==> src/rtl/sdb_pkg.sv <==
// Constants for the stereo decode and blend control block.
// Assumes a 32-bit classic Wishbone slave port and a 20 MHz clock.
package sdb_pkg;
    localparam int ADR_W = 8;
    localparam logic [ADR_W-1:0] ADR_STATUS = 8'h04;
    localparam logic [ADR_W-1:0] ADR_METRICS = 8'h08;
    localparam logic [ADR_W-1:0] ADR_MBASE = 8'h10;
    localparam logic [ADR_W-1:0] ADR_MLAST = 8'h3C;
    localparam int MSTRIDE_SH = 4;
    localparam logic [1:0] FLD_STEREO = 2'h0;
    localparam logic [1:0] FLD_MONO = 2'h1;
    localparam logic [1:0] FLD_ATTACK = 2'h2;
    localparam logic [1:0] FLD_RELEASE = 2'h3;
    localparam int N_METRIC = 3;
    localparam int MET_RSSI = 0;
    localparam int MET_SNR = 1;
    localparam int MET_MPATH = 2;
    localparam logic [7:0] RST_STEREO = 8'h28;
    localparam logic [7:0] RST_MONO = 8'h14;
    localparam logic [7:0] RST_ATTACK = 8'h10;
    localparam logic [7:0] RST_RELEASE = 8'h04;
    localparam int SEP_W = 9;
    localparam logic [SEP_W-1:0] SEP_UNITY = 9'h100;
    localparam int ST_SEP_LSB = 0;
    localparam int ST_STEREO_BIT = 9;
    localparam int ST_MONO_BIT = 10;
    localparam int ST_RULER_LSB = 12;
    localparam int STEP_TIME_NS = 1000000;
    localparam int CLK_PERIOD_NS = 50;
    localparam int STEP_CYCLES = STEP_TIME_NS / CLK_PERIOD_NS;
endpackage

==> src/rtl/sdb_metric_target.sv <==
// Target separation factor derived from one quality metric.
// Assumes a metric where a higher value means a better signal.
`timescale 1ns/1ns
module sdb_metric_target #(
    parameter int MW = 8
) (
    input wire logic [MW-1:0] metric_i,
    input wire logic [MW-1:0] thr_stereo_i,
    input wire logic [MW-1:0] thr_mono_i,
    output logic [sdb_pkg::SEP_W-1:0] target_o,
    output logic below_mono_o,
    output logic above_stereo_o
);
    import sdb_pkg::*;
    logic [MW-1:0] span;
    logic [MW-1:0] pos;
    logic [MW+SEP_W-1:0] scaled;
    always_comb begin
        span = thr_stereo_i - thr_mono_i;
        pos = metric_i - thr_mono_i;
        scaled = ({{SEP_W{1'b0}}, pos} << (SEP_W - 1)) / {{SEP_W{1'b0}}, span};
        below_mono_o = metric_i < thr_mono_i;
        above_stereo_o = metric_i >= thr_stereo_i;
        if (below_mono_o) begin
            target_o = '0;
        end else if (above_stereo_o || span == '0) begin
            target_o = SEP_UNITY;
        end else begin
            target_o = scaled[SEP_W-1:0];
        end
    end
endmodule

==> src/rtl/sdb_blend.sv <==
// Stereo matrix decoder with adaptive stereo-to-mono blending.
// Assumes synchronous audio samples and metrics, Wishbone master.
`timescale 1ns/1ns
module sdb_blend #(
    parameter int AW = 16,
    parameter int MW = 8,
    parameter int STEP_DIV = sdb_pkg::STEP_CYCLES
) (
    input wire logic clk_i,
    input wire logic rst_i,
    input wire logic wb_cyc_i,
    input wire logic wb_stb_i,
    input wire logic wb_we_i,
    input wire logic [sdb_pkg::ADR_W-1:0] wb_adr_i,
    input wire logic [3:0] wb_sel_i,
    input wire logic [31:0] wb_dat_i,
    output logic [31:0] wb_dat_o,
    output logic wb_ack_o,
    input wire logic in_valid_i,
    input wire logic signed [AW-1:0] sum_i,
    input wire logic signed [AW-1:0] sub_i,
    input wire logic signed [AW-1:0] pilot_i_i,
    input wire logic signed [AW-1:0] pilot_q_i,
    input wire logic [MW-1:0] rssi_i,
    input wire logic [MW-1:0] snr_i,
    input wire logic [MW-1:0] multipath_i,
    output logic out_valid_o,
    output logic signed [AW:0] left_o,
    output logic signed [AW:0] right_o,
    output logic [sdb_pkg::SEP_W-1:0] sep_o
);
    import sdb_pkg::*;

    // Register file
    logic [MW-1:0] thr_st [N_METRIC];
    logic [MW-1:0] thr_mn [N_METRIC];
    logic [7:0] atk [N_METRIC];
    logic [7:0] rel [N_METRIC];
    logic [MW-1:0] next_thr_st [N_METRIC];
    logic [MW-1:0] next_thr_mn [N_METRIC];
    logic [7:0] next_atk [N_METRIC];
    logic [7:0] next_rel [N_METRIC];
    logic [31:0] next_wb_dat;
    logic next_wb_ack;
    logic wr_fire;
    logic mreg_hit;
    logic [1:0] midx;
    logic [31:0] status_word;
    logic [31:0] metrics_word;

    // Metric evaluation
    logic [MW-1:0] metric [N_METRIC];
    logic [SEP_W-1:0] target [N_METRIC];
    logic below [N_METRIC];
    logic above [N_METRIC];
    logic [SEP_W-1:0] min_target;
    logic [1:0] ruler;
    logic any_mono;
    logic all_stereo;

    // Blend slew
    logic [SEP_W-1:0] sep;
    logic [SEP_W-1:0] next_sep;
    logic [1:0] ruler_q;
    logic [1:0] next_ruler_q;
    logic [$clog2(STEP_DIV)-1:0] step_cnt;
    logic [$clog2(STEP_DIV)-1:0] next_step_cnt;
    logic step_en;
    logic [SEP_W:0] sep_up;
    logic [SEP_W:0] sep_dn;

    // Audio pipeline
    logic signed [AW-1:0] s1_sum;
    logic signed [AW-1:0] s1_sub;
    logic signed [AW-1:0] s1_ref;
    logic s1_valid;
    logic signed [AW-1:0] next_s1_sum;
    logic signed [AW-1:0] next_s1_sub;
    logic signed [AW-1:0] next_s1_ref;
    logic signed [2*AW:0] pil_sq;
    logic signed [2*AW-1:0] demod;
    logic signed [AW-1:0] diff;
    logic signed [AW+SEP_W:0] diff_sc;
    logic signed [AW-1:0] diff_bl;
    logic signed [AW:0] next_left;
    logic signed [AW:0] next_right;

    assign metric[MET_RSSI] = rssi_i;
    assign metric[MET_SNR] = snr_i;
    assign metric[MET_MPATH] = multipath_i;

    genvar g;
    generate
        for (g = 0; g < N_METRIC; g++) begin : g_met
            sdb_metric_target #(
                .MW(MW)
            ) u_tgt (
                .metric_i(metric[g]),
                .thr_stereo_i(thr_st[g]),
                .thr_mono_i(thr_mn[g]),
                .target_o(target[g]),
                .below_mono_o(below[g]),
                .above_stereo_o(above[g])
            );
        end
    endgenerate

    always_comb begin
        min_target = target[0];
        ruler = 2'h0;
        any_mono = 1'b0;
        all_stereo = 1'b1;
        for (int i = 0; i < N_METRIC; i++) begin
            if (target[i] < min_target) begin
                min_target = target[i];
                ruler = 2'(i);
            end
            any_mono = any_mono | below[i];
            all_stereo = all_stereo & above[i];
        end
    end

    // Wishbone slave: ack one cycle after the request, writes land on
    // the edge where the master sees ack.
    always_comb begin
        wr_fire = wb_cyc_i & wb_stb_i & wb_we_i & wb_ack_o;
        mreg_hit = wb_adr_i >= ADR_MBASE && wb_adr_i <= ADR_MLAST;
        midx = 2'(wb_adr_i >> MSTRIDE_SH) - 2'h1;
        status_word = '0;
        status_word[ST_SEP_LSB +: SEP_W] = sep;
        status_word[ST_STEREO_BIT] = sep == SEP_UNITY;
        status_word[ST_MONO_BIT] = sep == '0;
        status_word[ST_RULER_LSB +: 2] = ruler_q;
        metrics_word = {8'h00, 8'(multipath_i), 8'(snr_i), 8'(rssi_i)};
        next_wb_ack = wb_cyc_i & wb_stb_i & ~wb_ack_o;
        next_wb_dat = '0;
        if (next_wb_ack && !wb_we_i) begin
            if (wb_adr_i == ADR_STATUS) begin
                next_wb_dat = status_word;
            end else if (wb_adr_i == ADR_METRICS) begin
                next_wb_dat = metrics_word;
            end else if (mreg_hit) begin
                unique case (wb_adr_i[3:2])
                    FLD_STEREO: next_wb_dat = 32'(thr_st[midx]);
                    FLD_MONO: next_wb_dat = 32'(thr_mn[midx]);
                    FLD_ATTACK: next_wb_dat = 32'(atk[midx]);
                    FLD_RELEASE: next_wb_dat = 32'(rel[midx]);
                endcase
            end
        end
        for (int i = 0; i < N_METRIC; i++) begin
            next_thr_st[i] = thr_st[i];
            next_thr_mn[i] = thr_mn[i];
            next_atk[i] = atk[i];
            next_rel[i] = rel[i];
        end
        if (wr_fire && mreg_hit && wb_sel_i[0]) begin
            unique case (wb_adr_i[3:2])
                FLD_STEREO: next_thr_st[midx] = MW'(wb_dat_i);
                FLD_MONO: next_thr_mn[midx] = MW'(wb_dat_i);
                FLD_ATTACK: next_atk[midx] = wb_dat_i[7:0];
                FLD_RELEASE: next_rel[midx] = wb_dat_i[7:0];
            endcase
        end
    end

    always_ff @(posedge clk_i) begin
        if (rst_i) begin
            wb_ack_o <= 1'b0;
            wb_dat_o <= '0;
            for (int i = 0; i < N_METRIC; i++) begin
                thr_st[i] <= RST_STEREO[MW-1:0];
                thr_mn[i] <= RST_MONO[MW-1:0];
                atk[i] <= RST_ATTACK;
                rel[i] <= RST_RELEASE;
            end
        end else begin
            wb_ack_o <= next_wb_ack;
            wb_dat_o <= next_wb_dat;
            thr_st <= next_thr_st;
            thr_mn <= next_thr_mn;
            atk <= next_atk;
            rel <= next_rel;
        end
    end

    // Slew the separation toward the poorest metric's target. A rate of
    // zero means jump at once; small rates trade reaction for smoothness.
    always_comb begin
        step_en = step_cnt == '0;
        next_step_cnt = step_en ? ($clog2(STEP_DIV))'(STEP_DIV - 1)
                                : step_cnt - 1'b1;
        next_ruler_q = ruler;
        sep_dn = {1'b0, sep} - {1'b0, atk[ruler]};
        sep_up = {1'b0, sep} + {1'b0, rel[ruler]};
        next_sep = sep;
        if (step_en) begin
            if (min_target < sep) begin
                if (atk[ruler] == 8'h00 || sep_dn[SEP_W] ||
                    sep_dn[SEP_W-1:0] < min_target) begin
                    next_sep = min_target;
                end else begin
                    next_sep = sep_dn[SEP_W-1:0];
                end
            end else if (min_target > sep) begin
                if (rel[ruler] == 8'h00 ||
                    sep_up > {1'b0, min_target}) begin
                    next_sep = min_target;
                end else begin
                    next_sep = sep_up[SEP_W-1:0];
                end
            end
        end
    end

    always_ff @(posedge clk_i) begin
        if (rst_i) begin
            sep <= '0;
            ruler_q <= 2'h0;
            step_cnt <= '0;
        end else begin
            sep <= next_sep;
            ruler_q <= next_ruler_q;
            step_cnt <= next_step_cnt;
        end
    end

    // Audio: stage one forms cos(2wt) from the quadrature pilot, stage
    // two demodulates and runs the matrix. The sub-carrier image of the
    // product is left for the downstream audio filter.
    always_comb begin
        pil_sq = (2*AW+1)'(pilot_i_i * pilot_i_i) -
                 (2*AW+1)'(pilot_q_i * pilot_q_i);
        next_s1_ref = s1_ref;
        next_s1_sum = s1_sum;
        next_s1_sub = s1_sub;
        if (in_valid_i) begin
            next_s1_ref = pil_sq[2*AW-2 -: AW];
            next_s1_sum = sum_i;
            next_s1_sub = sub_i;
        end
        demod = s1_sub * s1_ref;
        diff = demod[2*AW-2 -: AW];
        diff_sc = diff * $signed({1'b0, sep});
        diff_bl = diff_sc[AW+SEP_W-2 -: AW];
        next_left = (AW+1)'(s1_sum) + (AW+1)'(diff_bl);
        next_right = (AW+1)'(s1_sum) - (AW+1)'(diff_bl);
    end

    always_ff @(posedge clk_i) begin
        if (rst_i) begin
            s1_valid <= 1'b0;
            s1_ref <= '0;
            s1_sum <= '0;
            s1_sub <= '0;
            out_valid_o <= 1'b0;
            left_o <= '0;
            right_o <= '0;
            sep_o <= '0;
        end else begin
            s1_valid <= in_valid_i;
            s1_ref <= next_s1_ref;
            s1_sum <= next_s1_sum;
            s1_sub <= next_s1_sub;
            out_valid_o <= s1_valid;
            if (s1_valid) begin
                left_o <= next_left;
                right_o <= next_right;
            end
            sep_o <= next_sep;
        end
    end
endmodule

==> config.mk <==
export PLATFORM = sky130hd
export DESIGN_NAME = sdb_blend
export DESIGN_NICKNAME = d
export VERILOG_FILES = /design/src/rtl/sdb_pkg.sv /design/src/rtl/sdb_metric_target.sv /design/src/rtl/sdb_blend.sv
export SDC_FILE = /design/constraint.sdc
export NUM_CORES = 2
export LEC_CHECK = 0
export ABC_AREA = 1
export BUFFER_PORTS_ARGS = -buffer_cell sky130_fd_sc_hd__clkbuf_2
export CAP_MARGIN = 0
export CORE_MARGIN = 2
export CORE_UTILIZATION = 40
export CTS_BUF_LIST = sky130_fd_sc_hd__clkbuf_4
export DETAILED_ROUTE_END_ITERATION = 8
export SLEW_MARGIN = 20
export SYNTH_ARGS = -nofsm -noshare
export SYNTH_HDL_FRONTEND = slang
export SYNTH_SLANG_ARGS = --single-unit
==> constraint.sdc <==
create_clock -name clk_i -period 62.4 [get_ports clk_i]
set_input_delay 12.48 -clock clk_i [delete_from_list [all_inputs] [get_ports clk_i]]
set_output_delay 12.48 -clock clk_i [all_outputs]
set_load 0.005 [all_outputs]
Word-level counts from Yosys, hierarchy flattened

Index checks and enable logic that the tools add are counted.

Bits in registers: 239
Input port bits: 138
Output and inout port bits: 77
Bits in read-only memories: 0
Bits in latches: 0
Memories kept: 0
RAM bits: 0
Logic and storage cells: 152

Div/mod/pow operators: 3
Multipliers: 4
Shifts and indexed selects: 0
Eq/ne operators: 6
Bitwise logic cells: 9
Muxes and demuxes: 43
Magnitude comparators: 17
Reduce and logical (&&, ||, !) cells: 30
Add/subtract/negate cells: 13

Operators with widths:

| operator                | count |
|---|---|
| $pmux W32 S4            | 1 |
| $mux W9                 | 12 |
| $mux W8                 | 13 |
| $bmux W8 S2             | 6 |
| $bwmux W24              | 4 |
| $mul A16 B16 Y31        | 3 |
| $div A16 B8 Y17         | 3 |
| $mux W24                | 2 |
| $sub A8 B8 Y8           | 6 |
| $logic_not A8 Y1        | 5 |
| $lt A9 B9 Y1            | 4 |
| $sub A31 B31 Y31        | 1 |
| $ge A8 B8 Y1            | 3 |
| $lt A8 B8 Y1            | 3 |
| $mul A16 B10 Y24        | 1 |
| $add A16 B16 Y17        | 1 |
| $sub A16 B16 Y17        | 1 |
| $demux W8 S2            | 1 |
| $logic_not A15 Y1       | 1 |
| $mux W15                | 1 |
| $sub A15 B1 Y15 const B | 1 |
| $mux W14                | 1 |
| $add A9 B8 Y10          | 1 |
| $gt A10 B9 Y1           | 1 |
| other kinds (27)        | 49 |

Logic depth before layout (Yosys ltp)

Depth after elaboration: 19
Mapped depth: 266

By module

Synthesis repeated with hierarchy kept, for this count alone.

Cells, all modules: 9,468
Area, all modules: 67,395.9 µm²

By module, submodules not included:

| module                                 | area an instance (µm²) | times used | cells an instance |
|---|---|---|---|
| sdb_blend                              | 45,951.6               | 1          | 5,789 |
| sdb_metric_target (g_met[0].u_tgt ...) | 7,086.8                | 2          | 1,217 |
| sdb_metric_target (g_met[2].u_tgt)     | 7,270.7                | 1          | 1,245 |

Worst setup path before layout

OpenSTA, ideal clock, no wires.

Kind: input port to flip-flop
From: in snr_i[1]
To: reg sep_o[2] in the netlist's numbering
Cell stages on the path: 251
Path slack: 18.226 ns
Arrival time: 44.057 ns
Path through: ha_1 > inv_1 > o21bai_1 > nand2_1 > nand2_1 > nand4_1 > nand2_1 > nand2_1 > nand2_1 > inv_1 > ha_1 > nor2_1 > inv_1 > nand4_1 > nand3_1 > nand2_1 > inv_1 > ha_1 > [... 215 more ...] > fa_1 > a21oi_1 > o21bai_1 > a21oi_1 > o21bai_1 > a21oi_1 > o21bai_1 > xor2_1 > ha_1 > nand2_1 > nor2_1 > a2111oi_0 > a21oi_4 > buf_6 > a21oi_1 > nor2_1 > nor2_1 > nor2_1

Word-level cells in the longest chain between the ends: 18

Ends and longest elaborated chain:

| element                                               | RTL line                                         | text |
|---|---|---|
| start: declaration                                    | sdb_blend.sv:25                                  | `input wire logic [MW-1:0] snr_i,` |
| $sub A8 B8 Y8 or $ge A8 B8 Y1 (tied branches)         | sdb_metric_target.sv:20, sdb_metric_target.sv:23 |  |
| $div A16 B8 Y17 or $logic_or A1 B1 Y1 (tied branches) | sdb_metric_target.sv:21, sdb_metric_target.sv:26 |  |
| $mux W9                                               | sdb_metric_target.sv:26                          | `end else if (above_stereo_o \|\| span == '0) begin` |
| $mux W9 *                                             | sdb_metric_target.sv:24                          | `if (below_mono_o) begin` |
| $lt A9 B9 Y1                                          | sdb_blend.sv:114                                 | `if (target[i] < min_target) begin` |
| $mux W9                                               | sdb_blend.sv:114                                 |  |
| $lt A9 B9 Y1                                          | sdb_blend.sv:114                                 |  |
| $mux W2                                               | sdb_blend.sv:114                                 |  |
| $not A2 Y3 (implied by the code)                      | -                                                |  |
| $bmux W8 S2                                           | sdb_blend.sv:195, sdb_blend.sv:206               |  |
| $mux W8 (implied by the code) (2 in series)           | sdb_blend.sv:195, sdb_blend.sv:206               |  |
| $add A9 B8 Y10                                        | sdb_blend.sv:195                                 | `sep_up = {1'b0, sep} + {1'b0, rel[ruler]};` |
| $gt A10 B9 Y1                                         | sdb_blend.sv:207                                 | `sep_up > {1'b0, min_target}) begin` |
| $logic_or A1 B1 Y1                                    | sdb_blend.sv:206                                 | `if (rel[ruler] == 8'h00 \|\|` |
| $mux W9                                               | sdb_blend.sv:206                                 |  |
| $mux W9                                               | sdb_blend.sv:205                                 | `end else if (min_target > sep) begin` |
| $mux W9                                               | sdb_blend.sv:198                                 | `if (min_target < sep) begin` |
| end signal: assignment                                | sdb_blend.sv:270                                 | `sep_o <= next_sep;` |
| end: declaration                                      | sdb_blend.sv:30                                  | `output logic [sdb_pkg::SEP_W-1:0] sep_o` |

Every way passes the cells marked *; elsewhere a longest branch is shown, timed or not. The select of a mux whose other input is x is not followed.
A chain may end at the register's enable or synchronous reset.

Worst setup path in the final report

From: in rssi_i[4]
To: reg sep_o[1] in the netlist's numbering

Word-level cells in the longest chain between the ends: 18

Ends and longest elaborated chain:

| element                                               | RTL line                                         | text |
|---|---|---|
| start: declaration                                    | sdb_blend.sv:24                                  | `input wire logic [MW-1:0] rssi_i,` |
| $sub A8 B8 Y8 or $ge A8 B8 Y1 (tied branches)         | sdb_metric_target.sv:20, sdb_metric_target.sv:23 |  |
| $div A16 B8 Y17 or $logic_or A1 B1 Y1 (tied branches) | sdb_metric_target.sv:21, sdb_metric_target.sv:26 |  |
| $mux W9                                               | sdb_metric_target.sv:26                          |  |
| $mux W9 *                                             | sdb_metric_target.sv:24                          |  |
| $lt A9 B9 Y1                                          | sdb_blend.sv:114                                 |  |
| $mux W9                                               | sdb_blend.sv:114                                 |  |
| $lt A9 B9 Y1                                          | sdb_blend.sv:114                                 |  |
| $mux W2                                               | sdb_blend.sv:114                                 |  |
| $not A2 Y3 (implied by the code)                      | -                                                |  |
| $bmux W8 S2                                           | sdb_blend.sv:195, sdb_blend.sv:206               |  |
| $mux W8 (implied by the code) (2 in series)           | sdb_blend.sv:195, sdb_blend.sv:206               |  |
| $add A9 B8 Y10                                        | sdb_blend.sv:195                                 |  |
| $gt A10 B9 Y1                                         | sdb_blend.sv:207                                 |  |
| $logic_or A1 B1 Y1                                    | sdb_blend.sv:206                                 |  |
| $mux W9                                               | sdb_blend.sv:206                                 |  |
| $mux W9                                               | sdb_blend.sv:205                                 |  |
| $mux W9                                               | sdb_blend.sv:198                                 |  |

Marked as above.

==> metrics.txt <==
slowest CP cell a211oi_2; pre-CTS setup slack 12.08 ns; Synth Register Bits 230; CP arrival 50.56 ns; CP Launch Type input pin; fraction of layout cells with a size suffix above 1 0.0731; Port Buffers 179; Total GRT Usage 0.213; Mean Syn Cell Area 7.26 um^2; Post-Route Setup TNS 0 ns; Yosys cell types 82; antenna violations before repair 9; DRC 0; status finished clean; Worst-Skew Late Latency 1.00 ns; drt pass-1 iters 7; post-cts sizing count 0; vias post-DR 55,900; synthesized cell area 65,100 um^2; FFs w/ async S/R, synth 0; Most Frequent Cell on Critical Path nand2_1; CTS Buf Count 74; clock-pin slew on the worst setup and hold paths 0.06 ns; RSZ-0062 raised after global routing no; number of H-tree levels 3; area of the multi-input gates 51,500 um^2; setup ws final 12.68 ns; Setup Buffers After CTS 0; CTS tree done; Yosys warning count 0; Die Width 407 um; CP max stage delay 0.67 ns; max-cap check violation count 0; Reg area 4600 um^2; Final Skew 0.169 ns; DRT Wirelength 175,000 um; Routed Antenna Nets 0; clk buf depth 3; number of global-route vias before repair 56,600; first-pass GRT wire length 289,000 um; core area 162,000 um^2; finished layout cell area 68,800 um^2; post-synth top area cell fa_1; die area 166,000 um^2; top post-synthesis cells by area fa_1 (27%), ha_1 (15%), inv_1 (12%), nand2_1 (9.5%), dfxtp_1 (7.1%); synthesis-to-finish area growth 5.74%; Sink Count 230; fillers 16,800; Ports 215; grt ovf 0; CP Max Fanout 49; post-detail-place hpwl 145,000 um; Initial Utilization 0.401; largest net degree at the start of global routing 85; EDFF count, synth 0; Slew @ Worst Pin 1.09 ns; achievable frequency 20.1 MHz; worst hold path type reg2reg; relative slew slack 0.270; crit share post-route 0.797; CTS Hold Buffers Added 0; final estimated routing congestion in global placement 0.882; Final setup viols 0; drt wl/cell 15.6 um; critical path type in2reg; Critical Path End Type register; max-slew violations 0; top_reg_cell synth dfxtp_1; top cell type's share of synthesized area 0.274; root buf cell clkbuf_4; placed cell area 67,900 um^2; Die Ht 407 um; post-synthesis cell count 8,970; Final nets 10,800; post-synthesis sequential area ratio 0.0707; min Tclk post-route 49.72 ns; vias per inst 4.97; CP required 63.24 ns; Final Hold Vio Count 0; Initial DRC Count 3,333; row count 148
==> placed cells by master, fill, tap and decap left out, types with 11 or more instances in the layout <==
master and count:
o21ai_0 495, o21bai_1 61, or2_2 67, xor2_1 220, nand3_2 41, clkbuf_4 98, clkinv_1 32, and2_1 11
o22ai_1 12, o21ai_1 41, buf_4 45, nand3_1 341, nor3_1 46, nand4_1 88, fa_1 892, nand2_2 69
nor2_2 29, nand2_1 1648, nor2_1 651, a21oi_1 463, nand3b_1 25, a31oi_1 12, nand2_4 24, dfxtp_1 230
clkbuf_2 178, ha_1 760, inv_1 2033, o21a_1 22, o31ai_1 20, a21o_1 31, conb_1 11, inv_2 27
nor2_4 16, xnor2_1 162
==> metal layers <==
metal,share of wire,vias to the layer above,GRT usage
met2,0.47,1119,0.362
met5,0.00045,-,0
li1,-,27700,-
met4,0.030,10,0.0632
met1,0.46,26800,0.285
met3,0.045,234,0.0226
==> cell families after synthesis <==
group                    Yosys count  share of synthesized area
AND/OR/NAND/NOR                 3092                      0.210
flip-flops                       230                     0.0707
buffers and inverters           2353                      0.139
AO/OA/AOI/OAI                   1254                      0.108
XOR/XNOR                         388                     0.0523
adder cells (fa/ha/maj)         1652                      0.420
other                              1                  0.0000576
==> critical path, delay by kind of cell <==
kind	cells	cell delay, ns
compound gates	72	14.02
xor+xnor	2	0.42
fa+ha+maj	20	6.71
buf+inv	29	3.80
simple gates	112	13.03
==> synth_stat cells, types with 10 or more instances <==
library cell  count
o21ai_0         495
a21oi_1         463
xor2_1          220
o21bai_1         61
ha_1            760
fa_1            892
buf_4            18
clkinv_1         13
nand3b_1         25
o22ai_1          12
inv_2            27
nor2_1          652
or2_2            67
inv_1          2034
nand2_2          69
nor3_1           46
xnor2_1         167
a31oi_1          12
o311ai_0         10
o21ai_1          41
a211oi_1         10
buf_6            12
o21a_1           22
nor2_2           28
dfxtp_1         230
nand3_1         341
o31ai_1          20
and2_1           11
clkbuf_1        226
nand2_4          24
a21o_1           31
nand4_1          88
nand3_2          41
nor2_4           16
a21oi_2          10
nand2_1        1648
==> through the flow <==
stage	hold WS [ns]	util	instances
3_5_place_dp	0.434	0.419	11100
4_1_cts	0.442	0.424	11200
6_report	0.442	0.424	11200
2_1_floorplan	0.412	-	8980
5_1_grt	0.456	0.424	11200
3_3_place_gp	0.425	0.419	11100
==> state kept, by name (all words and copies together) (netlist names) <==
name and flops:
wb_dat_o 24, rel 24, right_o 16, thr_mn 24, ruler_q 2, step_cnt 15, wb_ack_o 1, atk 24
s1_sub 16, s1_ref 16, s1_valid 1, out_valid_o 1, sep_o 9, s1_sum 16, thr_st 24, left_o 17
==> path summary, 6_finish.rpt <==
| path | from | end | slack [ns] | cells past startpoint |
|---|---|---|---|---|
| setup / recovery | rssi_i[4] | sep_o[1]$_SDFFE_PP0P_ | 12.68 | 235 |
| hold / removal | step_cnt[0]$_SDFF_PP0_ | step_cnt[0]$_SDFF_PP0_ | 0.44 | 1 |
| setup reg to reg | thr_mn[16]$_SDFFE_PP0P_ | sep_o[1]$_SDFFE_PP0P_ | 23.44 | 233 |
| hold reg to reg | step_cnt[0]$_SDFF_PP0_ | step_cnt[0]$_SDFF_PP0_ | 0.44 | 1 |
==> final cells by class <==
cell class	instances	area share
well taps	2175	0.0395
clock inverters	32	0.00269
flip-flops and latches	230	0.0669
diodes	4	0.000145
inverters	2078	0.113
clock buffers	98	0.0107
multi-input cells	6397	0.749
repair buffers	223	0.0178
Power is left out: the tool's default activity adds up to more than one toggle a clock period on the data nets, which glitch-free logic cannot reach.
